File: config.mk
export PLATFORM = sky130hd
export DESIGN_NAME = pma_mgmt_access
export DESIGN_NICKNAME = d
export VERILOG_FILES = /design/src/inc/pma_pkg.sv /design/src/design/pma_mgmt_access.sv /design/src/design/pma_phy_reg_file.sv
export VERILOG_INCLUDE_DIRS = /design/src /design/src/inc
export SDC_FILE = /design/constraint.sdc
export NUM_CORES = 1
export LEC_CHECK = 0
export ABC_AREA = 0
export BUFFER_PORTS_ARGS = -buffer_cell sky130_fd_sc_hd__buf_2
export CORE_MARGIN = 2
export CORE_UTILIZATION = 56
export CTS_BUF_LIST = sky130_fd_sc_hd__clkbuf_2
export DETAILED_ROUTE_END_ITERATION = 8
export MAX_ROUTING_LAYER = met4
export PLACE_DENSITY = 0.73
export RECOVER_POWER = 25
export SYNTH_ARGS = -nofsm -noshare
export SYNTH_HDL_FRONTEND = slang
export SYNTH_SLANG_ARGS = --single-unit
export TNS_END_PERCENT = 30
File: constraint.sdc
create_clock -name mclk -period 3.1 [get_ports mclk]
set_input_delay 0.62 -clock mclk [delete_from_list [all_inputs] [get_ports mclk]]
set_output_delay 0.62 -clock mclk [all_outputs]
set_load 0.02 [all_outputs]
File: src/inc/pma_params.svh
`ifndef PMA_PARAMS_SVH
`define PMA_PARAMS_SVH

// ----------------------------------------------------------------
// Clock and operation timing
// ----------------------------------------------------------------
`define PMA_CLK_PERIOD_NS   100
`define PMA_OP_TIME_NS      25600
`define PMA_OP_CYCLES       ((`PMA_OP_TIME_NS + `PMA_CLK_PERIOD_NS - 1) / `PMA_CLK_PERIOD_NS)
`define PMA_CNT_W           9
`define PMA_OP_LAST         9'(`PMA_OP_CYCLES - 1)

// ----------------------------------------------------------------
// Host register byte addresses
// ----------------------------------------------------------------
`define PMA_ADDR_SEL_LO     4'h0
`define PMA_ADDR_SEL_HI     4'h1
`define PMA_ADDR_CMD_LO     4'h2
`define PMA_ADDR_CMD_HI     4'h3
`define PMA_ADDR_STAT_LO    4'h4
`define PMA_ADDR_STAT_HI    4'h5
`define PMA_ADDR_WR_LO      4'h6
`define PMA_ADDR_WR_HI      4'h7
`define PMA_ADDR_RD_LO      4'h8
`define PMA_ADDR_RD_HI      4'h9

// ----------------------------------------------------------------
// Fields and reset values
// ----------------------------------------------------------------
`define PMA_IDX_W           5
`define PMA_SEL_RSV_RESET   5'h01
`define PMA_CMD_READ_BIT    0
`define PMA_CMD_SCAN_BIT    1
`define PMA_STAT_BUSY_BIT   0
`define PMA_STAT_SCAN_BIT   1
`define PMA_STAT_NVAL_BIT   2
`define PMA_UNIMPL_DATA     16'hffff

// ----------------------------------------------------------------
// PHY register addresses and reset values
// ----------------------------------------------------------------
`define PMA_PHY_SLOTS       8
`define PMA_PHY_CTRL1       5'h00
`define PMA_PHY_STAT1       5'h01
`define PMA_PHY_ANADV       5'h04
`define PMA_PHY_ANLPA       5'h05
`define PMA_PHY_ANEXP       5'h06
`define PMA_PHY_CTRL2       5'h11
`define PMA_PHY_STAT2       5'h1b
`define PMA_PHY_STAT3       5'h1f
`define PMA_RST_CTRL1       16'h1000
`define PMA_RST_STAT1       16'h7809
`define PMA_RST_ANADV       16'h01e1
`define PMA_RST_ANLPA       16'h0000
`define PMA_RST_ANEXP       16'h0000
`define PMA_RST_CTRL2       16'h0002
`define PMA_RST_STAT2       16'h0000
`define PMA_RST_STAT3       16'h0040

`endif

File: src/inc/pma_pkg.sv
package pma_pkg;

	typedef enum logic [1:0] {
		PMA_IDLE,
		PMA_READ,
		PMA_WRITE,
		PMA_SCAN
	} pma_state_type;

endpackage

File: src/design/pma_mgmt_access.sv
`timescale 1ns/100ps
`include "pma_params.svh"

// Operation
// [RL1] PHY registers are 16 bits, reached only through management registers
// [RL2] 32 PHY addresses; unmapped writes ignored, unmapped reads give all ones
// [RL3] Host never writes reserved PHY addresses, ignores their read value
// [RL4] Five-bit index in select register picks target of every operation
// [RL5] Host writes select register bits 12 to 8 as one
// [RL6] Setting the read command starts one read and sets busy
// [RL7] Selected register read exactly once, copied into read data register
// [RL8] A read takes 25.6 us, then busy clears by itself
// [RL9] Host clears read command after busy clears, then fetches data
// [RL10] Read data bytes may be fetched in either order
// [RL11] PHY write replaces all 16 bits at once
// [RL12] Host loads write data low byte first, high byte second
// [RL13] Writing write data high byte launches write and sets busy
// [RL14] Target takes value after 25.6 us, then busy clears
// [RL15] While busy, host starts no scan, read or write
// [RL16] Scan command sets busy and reads back to back every 25.6 us
// [RL17] Invalid flag shows whether first read has completed
// [RL18] Scan updates give no indication; bytes may come from different reads
// [RL19] During a scan host neither writes data nor requests a read
// [RL20] Clearing scan command ends scan; busy clears once it has ended
// [RL21] Read data updated with both bytes together, held otherwise
module pma_mgmt_access (
	input  logic       mclk,
	input  logic       rst,
	input  logic [3:0] regAddr,
	input  logic       regWr,
	input  logic       regRd,
	input  logic [7:0] regWrData,
	output logic [7:0] regRdData_q
);

	// ----------------------------------------------------------------
	// Declarations
	// ----------------------------------------------------------------
	logic [`PMA_IDX_W-1:0]  phyRegIndex_q;
	logic [`PMA_IDX_W-1:0]  selReserved_q;
	logic [`PMA_IDX_W-1:0]  opIndex_q;
	logic                   cmdRead_q;
	logic                   cmdScan_q;
	logic                   readTaken_q;
	logic                   writePend_q;
	logic                   read_data_invalid_q;
	logic [15:0]            mgmtWriteData_q;
	logic [15:0]            mgmtReadData_q;
	logic [`PMA_CNT_W-1:0]  opCnt_q;
	logic [`PMA_CNT_W-1:0]  opCnt_d;
	pma_pkg::pma_state_type state_q;
	pma_pkg::pma_state_type state_d;

	logic                   selLoWr;
	logic                   selHiWr;
	logic                   cmdLoWr;
	logic                   wrLoWr;
	logic                   wrHiWr;
	logic                   busy;
	logic                   scanning;
	logic                   idle;
	logic                   opLast;
	logic                   startScan;
	logic                   startRead;
	logic                   startWrite;
	logic                   anyStart;
	logic                   rdUpdate;
	logic                   phyWrEn;
	logic                   phyHit;
	logic [15:0]            phyRdData;
	logic [7:0]             statusLo;
	logic [7:0]             cmdLo;
	logic [7:0]             rdByte;

	// ----------------------------------------------------------------
	// Host write decode
	// ----------------------------------------------------------------
	assign selLoWr = regWr && (regAddr == `PMA_ADDR_SEL_LO);
	assign selHiWr = regWr && (regAddr == `PMA_ADDR_SEL_HI);
	assign cmdLoWr = regWr && (regAddr == `PMA_ADDR_CMD_LO);
	assign wrLoWr  = regWr && (regAddr == `PMA_ADDR_WR_LO);
	assign wrHiWr  = regWr && (regAddr == `PMA_ADDR_WR_HI);

	// ----------------------------------------------------------------
	// Operation state decode
	// ----------------------------------------------------------------
	assign idle     = (state_q == pma_pkg::PMA_IDLE);
	assign busy     = !idle;
	assign scanning = (state_q == pma_pkg::PMA_SCAN);
	assign opLast   = (opCnt_q == `PMA_OP_LAST);

	// [RL16] scan start
	assign startScan  = idle && cmdScan_q;
	// [RL6] read start
	assign startRead  = idle && !cmdScan_q && cmdRead_q && !readTaken_q;
	// [RL13] write launch
	assign startWrite = idle && !cmdScan_q && !startRead && writePend_q;
	assign anyStart   = startScan || startRead || startWrite;

	// [RL7] read completion
	assign rdUpdate = opLast && (state_q == pma_pkg::PMA_READ || scanning);
	// [RL14] write completion
	assign phyWrEn  = opLast && (state_q == pma_pkg::PMA_WRITE);

	// ----------------------------------------------------------------
	// Selection and command registers
	// ----------------------------------------------------------------
	always_ff @(posedge mclk) begin
		if (rst) begin
			phyRegIndex_q <= '0;
			selReserved_q <= `PMA_SEL_RSV_RESET;
			cmdRead_q     <= 1'b0;
			cmdScan_q     <= 1'b0;
		end else begin
			// [RL4] index select
			if (selLoWr)
				phyRegIndex_q <= regWrData[`PMA_IDX_W-1:0];
			if (selHiWr)
				selReserved_q <= regWrData[`PMA_IDX_W-1:0];
			if (cmdLoWr) begin
				cmdRead_q <= regWrData[`PMA_CMD_READ_BIT];
				cmdScan_q <= regWrData[`PMA_CMD_SCAN_BIT];
			end
		end
	end

	// One read per setting of the read command
	always_ff @(posedge mclk) begin
		if (rst)
			readTaken_q <= 1'b0;
		// [RL7] read once
		else if (startRead)
			readTaken_q <= 1'b1;
		else if (!cmdRead_q)
			readTaken_q <= 1'b0;
	end

	// ----------------------------------------------------------------
	// Write data register
	// ----------------------------------------------------------------
	always_ff @(posedge mclk) begin
		if (rst) begin
			mgmtWriteData_q <= '0;
		end else begin
			if (wrLoWr)
				mgmtWriteData_q[7:0] <= regWrData;
			if (wrHiWr)
				mgmtWriteData_q[15:8] <= regWrData;
		end
	end

	// Pending launch, a new high-byte write wins over the clear
	always_ff @(posedge mclk) begin
		if (rst)
			writePend_q <= 1'b0;
		// [RL13] high byte launch
		else if (wrHiWr)
			writePend_q <= 1'b1;
		else if (startWrite)
			writePend_q <= 1'b0;
	end

	// ----------------------------------------------------------------
	// Operation sequencer
	// ----------------------------------------------------------------
	always_comb begin
		state_d = state_q;
		opCnt_d = opCnt_q + `PMA_CNT_W'(1);
		case (state_q)
			pma_pkg::PMA_IDLE: begin
				opCnt_d = '0;
				if (startScan)
					state_d = pma_pkg::PMA_SCAN;
				else if (startRead)
					state_d = pma_pkg::PMA_READ;
				else if (startWrite)
					state_d = pma_pkg::PMA_WRITE;
			end
			// [RL8] read then idle
			pma_pkg::PMA_READ: begin
				if (opLast)
					state_d = pma_pkg::PMA_IDLE;
			end
			pma_pkg::PMA_WRITE: begin
				if (opLast)
					state_d = pma_pkg::PMA_IDLE;
			end
			// [RL16] [RL20] repeat or end
			pma_pkg::PMA_SCAN: begin
				if (opLast) begin
					opCnt_d = '0;
					if (!cmdScan_q)
						state_d = pma_pkg::PMA_IDLE;
				end
			end
			default: begin
				state_d = pma_pkg::PMA_IDLE;
				opCnt_d = '0;
			end
		endcase
	end

	always_ff @(posedge mclk) begin
		if (rst) begin
			state_q <= pma_pkg::PMA_IDLE;
			opCnt_q <= '0;
		end else begin
			state_q <= state_d;
			opCnt_q <= opCnt_d;
		end
	end

	// [RL4] latch target
	always_ff @(posedge mclk) begin
		if (rst)
			opIndex_q <= '0;
		else if (anyStart)
			opIndex_q <= phyRegIndex_q;
	end

	// ----------------------------------------------------------------
	// Read data and validity
	// ----------------------------------------------------------------
	always_ff @(posedge mclk) begin
		if (rst)
			mgmtReadData_q <= '0;
		// [RL21] atomic update
		else if (rdUpdate)
			mgmtReadData_q <= phyRdData;
	end

	always_ff @(posedge mclk) begin
		if (rst)
			read_data_invalid_q <= 1'b0;
		// [RL17] invalid until first read
		else if (startScan || startRead)
			read_data_invalid_q <= 1'b1;
		else if (rdUpdate)
			read_data_invalid_q <= 1'b0;
	end

	// ----------------------------------------------------------------
	// PHY register space
	// ----------------------------------------------------------------
	// [RL1] separate space
	pma_phy_reg_file u_phy_regs (
		.mclk      (mclk),
		.rst       (rst),
		.phyIndex  (opIndex_q),
		.phyWrEn   (phyWrEn),
		.phyWrData (mgmtWriteData_q),
		.phyRdData (phyRdData),
		.phyHit    (phyHit)
	);

	// ----------------------------------------------------------------
	// Host read path
	// ----------------------------------------------------------------
	always_comb begin
		statusLo                     = '0;
		statusLo[`PMA_STAT_BUSY_BIT] = busy;
		statusLo[`PMA_STAT_SCAN_BIT] = scanning;
		statusLo[`PMA_STAT_NVAL_BIT] = read_data_invalid_q;
		cmdLo                        = '0;
		cmdLo[`PMA_CMD_READ_BIT]     = cmdRead_q;
		cmdLo[`PMA_CMD_SCAN_BIT]     = cmdScan_q;
	end

	// [RL10] [RL18] independent byte reads
	always_comb begin
		case (regAddr)
			`PMA_ADDR_SEL_LO:  rdByte = {3'h0, phyRegIndex_q};
			`PMA_ADDR_SEL_HI:  rdByte = {3'h0, selReserved_q};
			`PMA_ADDR_CMD_LO:  rdByte = cmdLo;
			`PMA_ADDR_STAT_LO: rdByte = statusLo;
			`PMA_ADDR_WR_LO:   rdByte = mgmtWriteData_q[7:0];
			`PMA_ADDR_WR_HI:   rdByte = mgmtWriteData_q[15:8];
			`PMA_ADDR_RD_LO:   rdByte = mgmtReadData_q[7:0];
			`PMA_ADDR_RD_HI:   rdByte = mgmtReadData_q[15:8];
			default:           rdByte = 8'h00;
		endcase
	end

	always_ff @(posedge mclk) begin
		if (rst)
			regRdData_q <= 8'h00;
		else if (regRd)
			regRdData_q <= rdByte;
	end
endmodule // pma_mgmt_access

File: src/design/pma_phy_reg_file.sv
`timescale 1ns/100ps
`include "pma_params.svh"

module pma_phy_reg_file (
	input  logic        mclk,
	input  logic        rst,
	input  logic [4:0]  phyIndex,
	input  logic        phyWrEn,
	input  logic [15:0] phyWrData,
	output logic [15:0] phyRdData,
	output logic        phyHit
);

	logic [15:0] mem [`PMA_PHY_SLOTS];
	logic [2:0]  slot;

	// ----------------------------------------------------------------
	// Address map
	// ----------------------------------------------------------------
	always_comb begin
		phyHit = 1'b1;
		case (phyIndex)
			`PMA_PHY_CTRL1: slot = 3'h0;
			`PMA_PHY_STAT1: slot = 3'h1;
			`PMA_PHY_ANADV: slot = 3'h2;
			`PMA_PHY_ANLPA: slot = 3'h3;
			`PMA_PHY_ANEXP: slot = 3'h4;
			`PMA_PHY_CTRL2: slot = 3'h5;
			`PMA_PHY_STAT2: slot = 3'h6;
			`PMA_PHY_STAT3: slot = 3'h7;
			default: begin
				slot   = 3'h0;
				phyHit = 1'b0;
			end
		endcase
	end

	// [RL2] unmapped reads ones
	assign phyRdData = phyHit ? mem[slot] : `PMA_UNIMPL_DATA;

	// ----------------------------------------------------------------
	// Storage
	// ----------------------------------------------------------------
	always_ff @(posedge mclk) begin
		if (rst) begin
			mem[0] <= `PMA_RST_CTRL1;
			mem[1] <= `PMA_RST_STAT1;
			mem[2] <= `PMA_RST_ANADV;
			mem[3] <= `PMA_RST_ANLPA;
			mem[4] <= `PMA_RST_ANEXP;
			mem[5] <= `PMA_RST_CTRL2;
			mem[6] <= `PMA_RST_STAT2;
			mem[7] <= `PMA_RST_STAT3;
		// [RL2] [RL11] full word write
		end else if (phyWrEn && phyHit) begin
			mem[slot] <= phyWrData;
		end
	end
endmodule // pma_phy_reg_file

==> results.md <==
* Outcome: complete, no violations
* Pre-antenna DRT Iters at 6
* Final setup fails at 0
* HPWL Detailed at about 16,000 um
* Die boundary width at roughly 130 um
* Initial DRC Count at just under 700
* WL met1 at around 9600 um
* Vias in the first global route at just over 6,000
* Clk_lat worst skew at roughly 790 ps
* Final instance area at about 9800 um^2
* Initial antenna violation count at 1
* CP Capture Type: flop
* Post-CTS setup buffer count at 0
* Clk Tree Root Cell: clkbuf_2
* WP depth at 9
* Family with the most delay on the worst path: buffers and inverters
* Critical-path cell list: ha_1 > and3_1 > and3_1 > ha_1 > nand3b_1 > clkbuf_2 > nor3_2 > clkbuf_1 > nand2b_1
* PortBufs at 23
* Layout area overhead at 6.709%
* Htree depth at 4
* Hold-fix buffers, CTS at 0
* Setup TNS at 0 ps
* Vias per inst at between 6 and 7
* Core Area at approximately 16,000 um^2
* Power Density at about 470 nW/um^2
* IO Count at 24
* Syn avg cell area at about 11 um^2
* WL met3 at about 1600 um
* Crit Path Category: reg -> reg
* Layout cells sized above 1 at 10.99%
* CP Launch Type: flop
* Cts repair resizes at 0
* Initial core utilization at approximately 58%
* Leakage at roughly 3.5 nW
* Slew Viols, Final at 0
* Mapped Area at 9213 um^2
* Clock Sink Count at approximately 200
* Worst-path fanout max at 16
* Die footprint at between 15,000 and 20,000 um^2
* HP Class: in -> reg
* Placed inst area at between 9000 and 10,000 um^2
* CTS clk-pin slew, worst paths at 250 ps
* Max-Cap Viols at 0
* Actual slew at the worst max-slew pin at ~1200 ps
* CTS buffer count at 17
* WL per Instance at ~21 um
* Fraction of registers with async set/reset at 0%
* Met2 wire length at ~11,000 um
* GRT overflow at 0
* Fin crit share at roughly 89%
* Seq/Total Area, Yosys at 57.15%
* Synth top area share at a little over two fifths
* Crit path time final at around 2700 ps
* R2R depth at 9
* Gate Count Post-Synth at 822
* Hold Crit Depth at 3
* RSZ-0062 raised after global routing: no
* Top layer in use: met4
* Largest net degree at the start of global routing at 74
* Commonest cells after routing, fill and taps aside: 128 x edfxtp_1, 115 x and2_1, 85 x nor2_1, 71 x dfxtp_1, 50 x nand2_1
* Crit-path slowest cell: clkbuf_1
* First-pass GRT wire length at between 30,000 and 40,000 um
* Arrival time worst endpoint at 3280 ps
* Top_reg_cell synth: edfxtp_1
* Antenna Nets Post-Route at 0
* Ys Warns at 0
* Via count at around 6,500
* Fin nets at between 800 and 900
* Buffers & Inverters on Critical Path at 2
* Fillers at between 1,000 and 1,500
* Distinct cells, synth at 68
* Synth area leaders: edfxtp_1 42%, dfxtp_1 15%, and2_1 7.9%
* Skew final at around 38 ps
* CTS max path bufs at 2
* DRT Wirelength at roughly 23,000 um
* Routability cong. at between 0.9 and 1
* Die Height at 132.3 um
* Max Clk Rate at about 0.36 GHz
* Required @ worst endpoint at about 3600 ps
* FP Rows at 46
* Worst vdd ir at between 0.0005 and 0.0006 V
* Commonest non-fill, non-tap cell in the layout: edfxtp_1
* Hold Violations, Final at 0
* DRC at 0
* GRT Util Overall at between 20% and 30%
* Yosys top cell by area: edfxtp_1
* Post-synth EDFFs at 128
* CP peak stage delay at about 630 ps
* Final Power at around 4.6 mW
* Clock tree from TritonCTS: done
* Syn_nets at 846
* Slew headroom at about 18%
* Synthesis-stage register bit count at 199
-- logic make-up after synthesis --
| logic type | Yosys count | synth area share (%) |
|---|---|---|
| simple gates | 350 | 21.12 |
| fa+ha+maj | 8 | 1.087 |
| flops | 199 | 57.15 |
| xor+xnor | 5 | 0.4754 |
| mux | 51 | 5.636 |
| buf+inv | 57 | 2.580 |
| compound gates | 152 | 11.95 |
-- state kept, by name, summed over array words and instances (netlist names) --
name / count
readTaken_q: 1
read_data_invalid_q: 1
mgmtReadData_q: 16
opIndex_q: 5
writePend_q: 1
opCnt_q: 9
selReserved_q: 5
u_phy_regs.mem: 128
cmdRead_q: 1
regRdData_q: 8
phyRegIndex_q: 5
cmdScan_q: 1
state_q: 2
mgmtWriteData_q: 16
-- tightest hold or removal path, cell delays in order --
cell,delay (ps)
buf_2,80
mux2i_1,60
nor2_1,70
-- cells in the mapped netlist (all sizes together), types with 3 or more instances --
master,count
o21ai,17
a211o,5
a21oi,39
nor3,6
a22oi,12
nor2b,7
o31a,8
o21bai,3
nand2,50
mux2i,44
xnor2,3
a211oi,3
and3,4
inv,10
nand3b,6
and2,116
edfxtp,128
o22ai,9
dfxtp,71
nor3b,5
a221oi,22
clkbuf,34
nand3,21
o32ai,3
or2,9
buf,13
mux2,7
nor4,3
ha,8
o41a,7
o211ai,8
nor2,87
nand2b,24
-- where the power goes --
group	leakage (nW)	total, mW	switching [mW]	internal (mW)
Clock	0.172	1.43	0.888	0.541
Sequential	1.80	2.96	0.0499	2.91
Combinational	1.55	0.220	0.149	0.0714
Total	3.51	4.61	1.09	3.52
-- area by class of cell --
type / count / area (um^2) / share of cell area [%]
Antenna cell: 1 / 2.502 / 0.02546
Clock buffer: 17 / 85.08 / 0.8655
Clock inverter: 15 / 198.9 / 2.024
Inverter: 10 / 37.54 / 0.3818
Multi-Input combinational cell: 566 / 3701 / 37.65
Sequential cell: 199 / 5265 / 53.56
Tap cell: 216 / 270.3 / 2.749
Timing Repair Buffer: 48 / 270.3 / 2.749
-- stage by stage --
step	hold slack, ps	utilization (%)	instances	worst slack (ps)
final	72.96	61.44	1072	353.1
after global routing	10.86	61.44	1072	219.0
after CTS	19.98	61.69	1070	205.4
after detailed placement	454.7	59.92	1038	267.8
after global placement	444.1	59.92	1038	339.9
after floorplan	430.3	-	822	469.2
-- path summary, 6_finish.rpt --
kind	slack [ps]	to	from
setup reg to reg	350	u_phy_regs.mem[1][3]$_SDFFCE_PN1P_	opCnt_q[0]$_SDFF_PP0_
hold / removal	70	mgmtWriteData_q[5]$_SDFFE_PP0P_	regWrData[5]
setup / recovery	350	u_phy_regs.mem[1][3]$_SDFFCE_PN1P_	opCnt_q[0]$_SDFF_PP0_
hold reg to reg	490	regRdData_q[4]$_SDFFE_PP0P_	regRdData_q[4]$_SDFFE_PP0P_
-- routing by layer --
layer	GRT usage [%]	up-vias
met5	-	-
met4	10.39	0
met3	5.075	42
met2	40.86	238
met1	35.86	3195
li1	-	3019
Note: power is estimated with default switching activity, not from simulation.
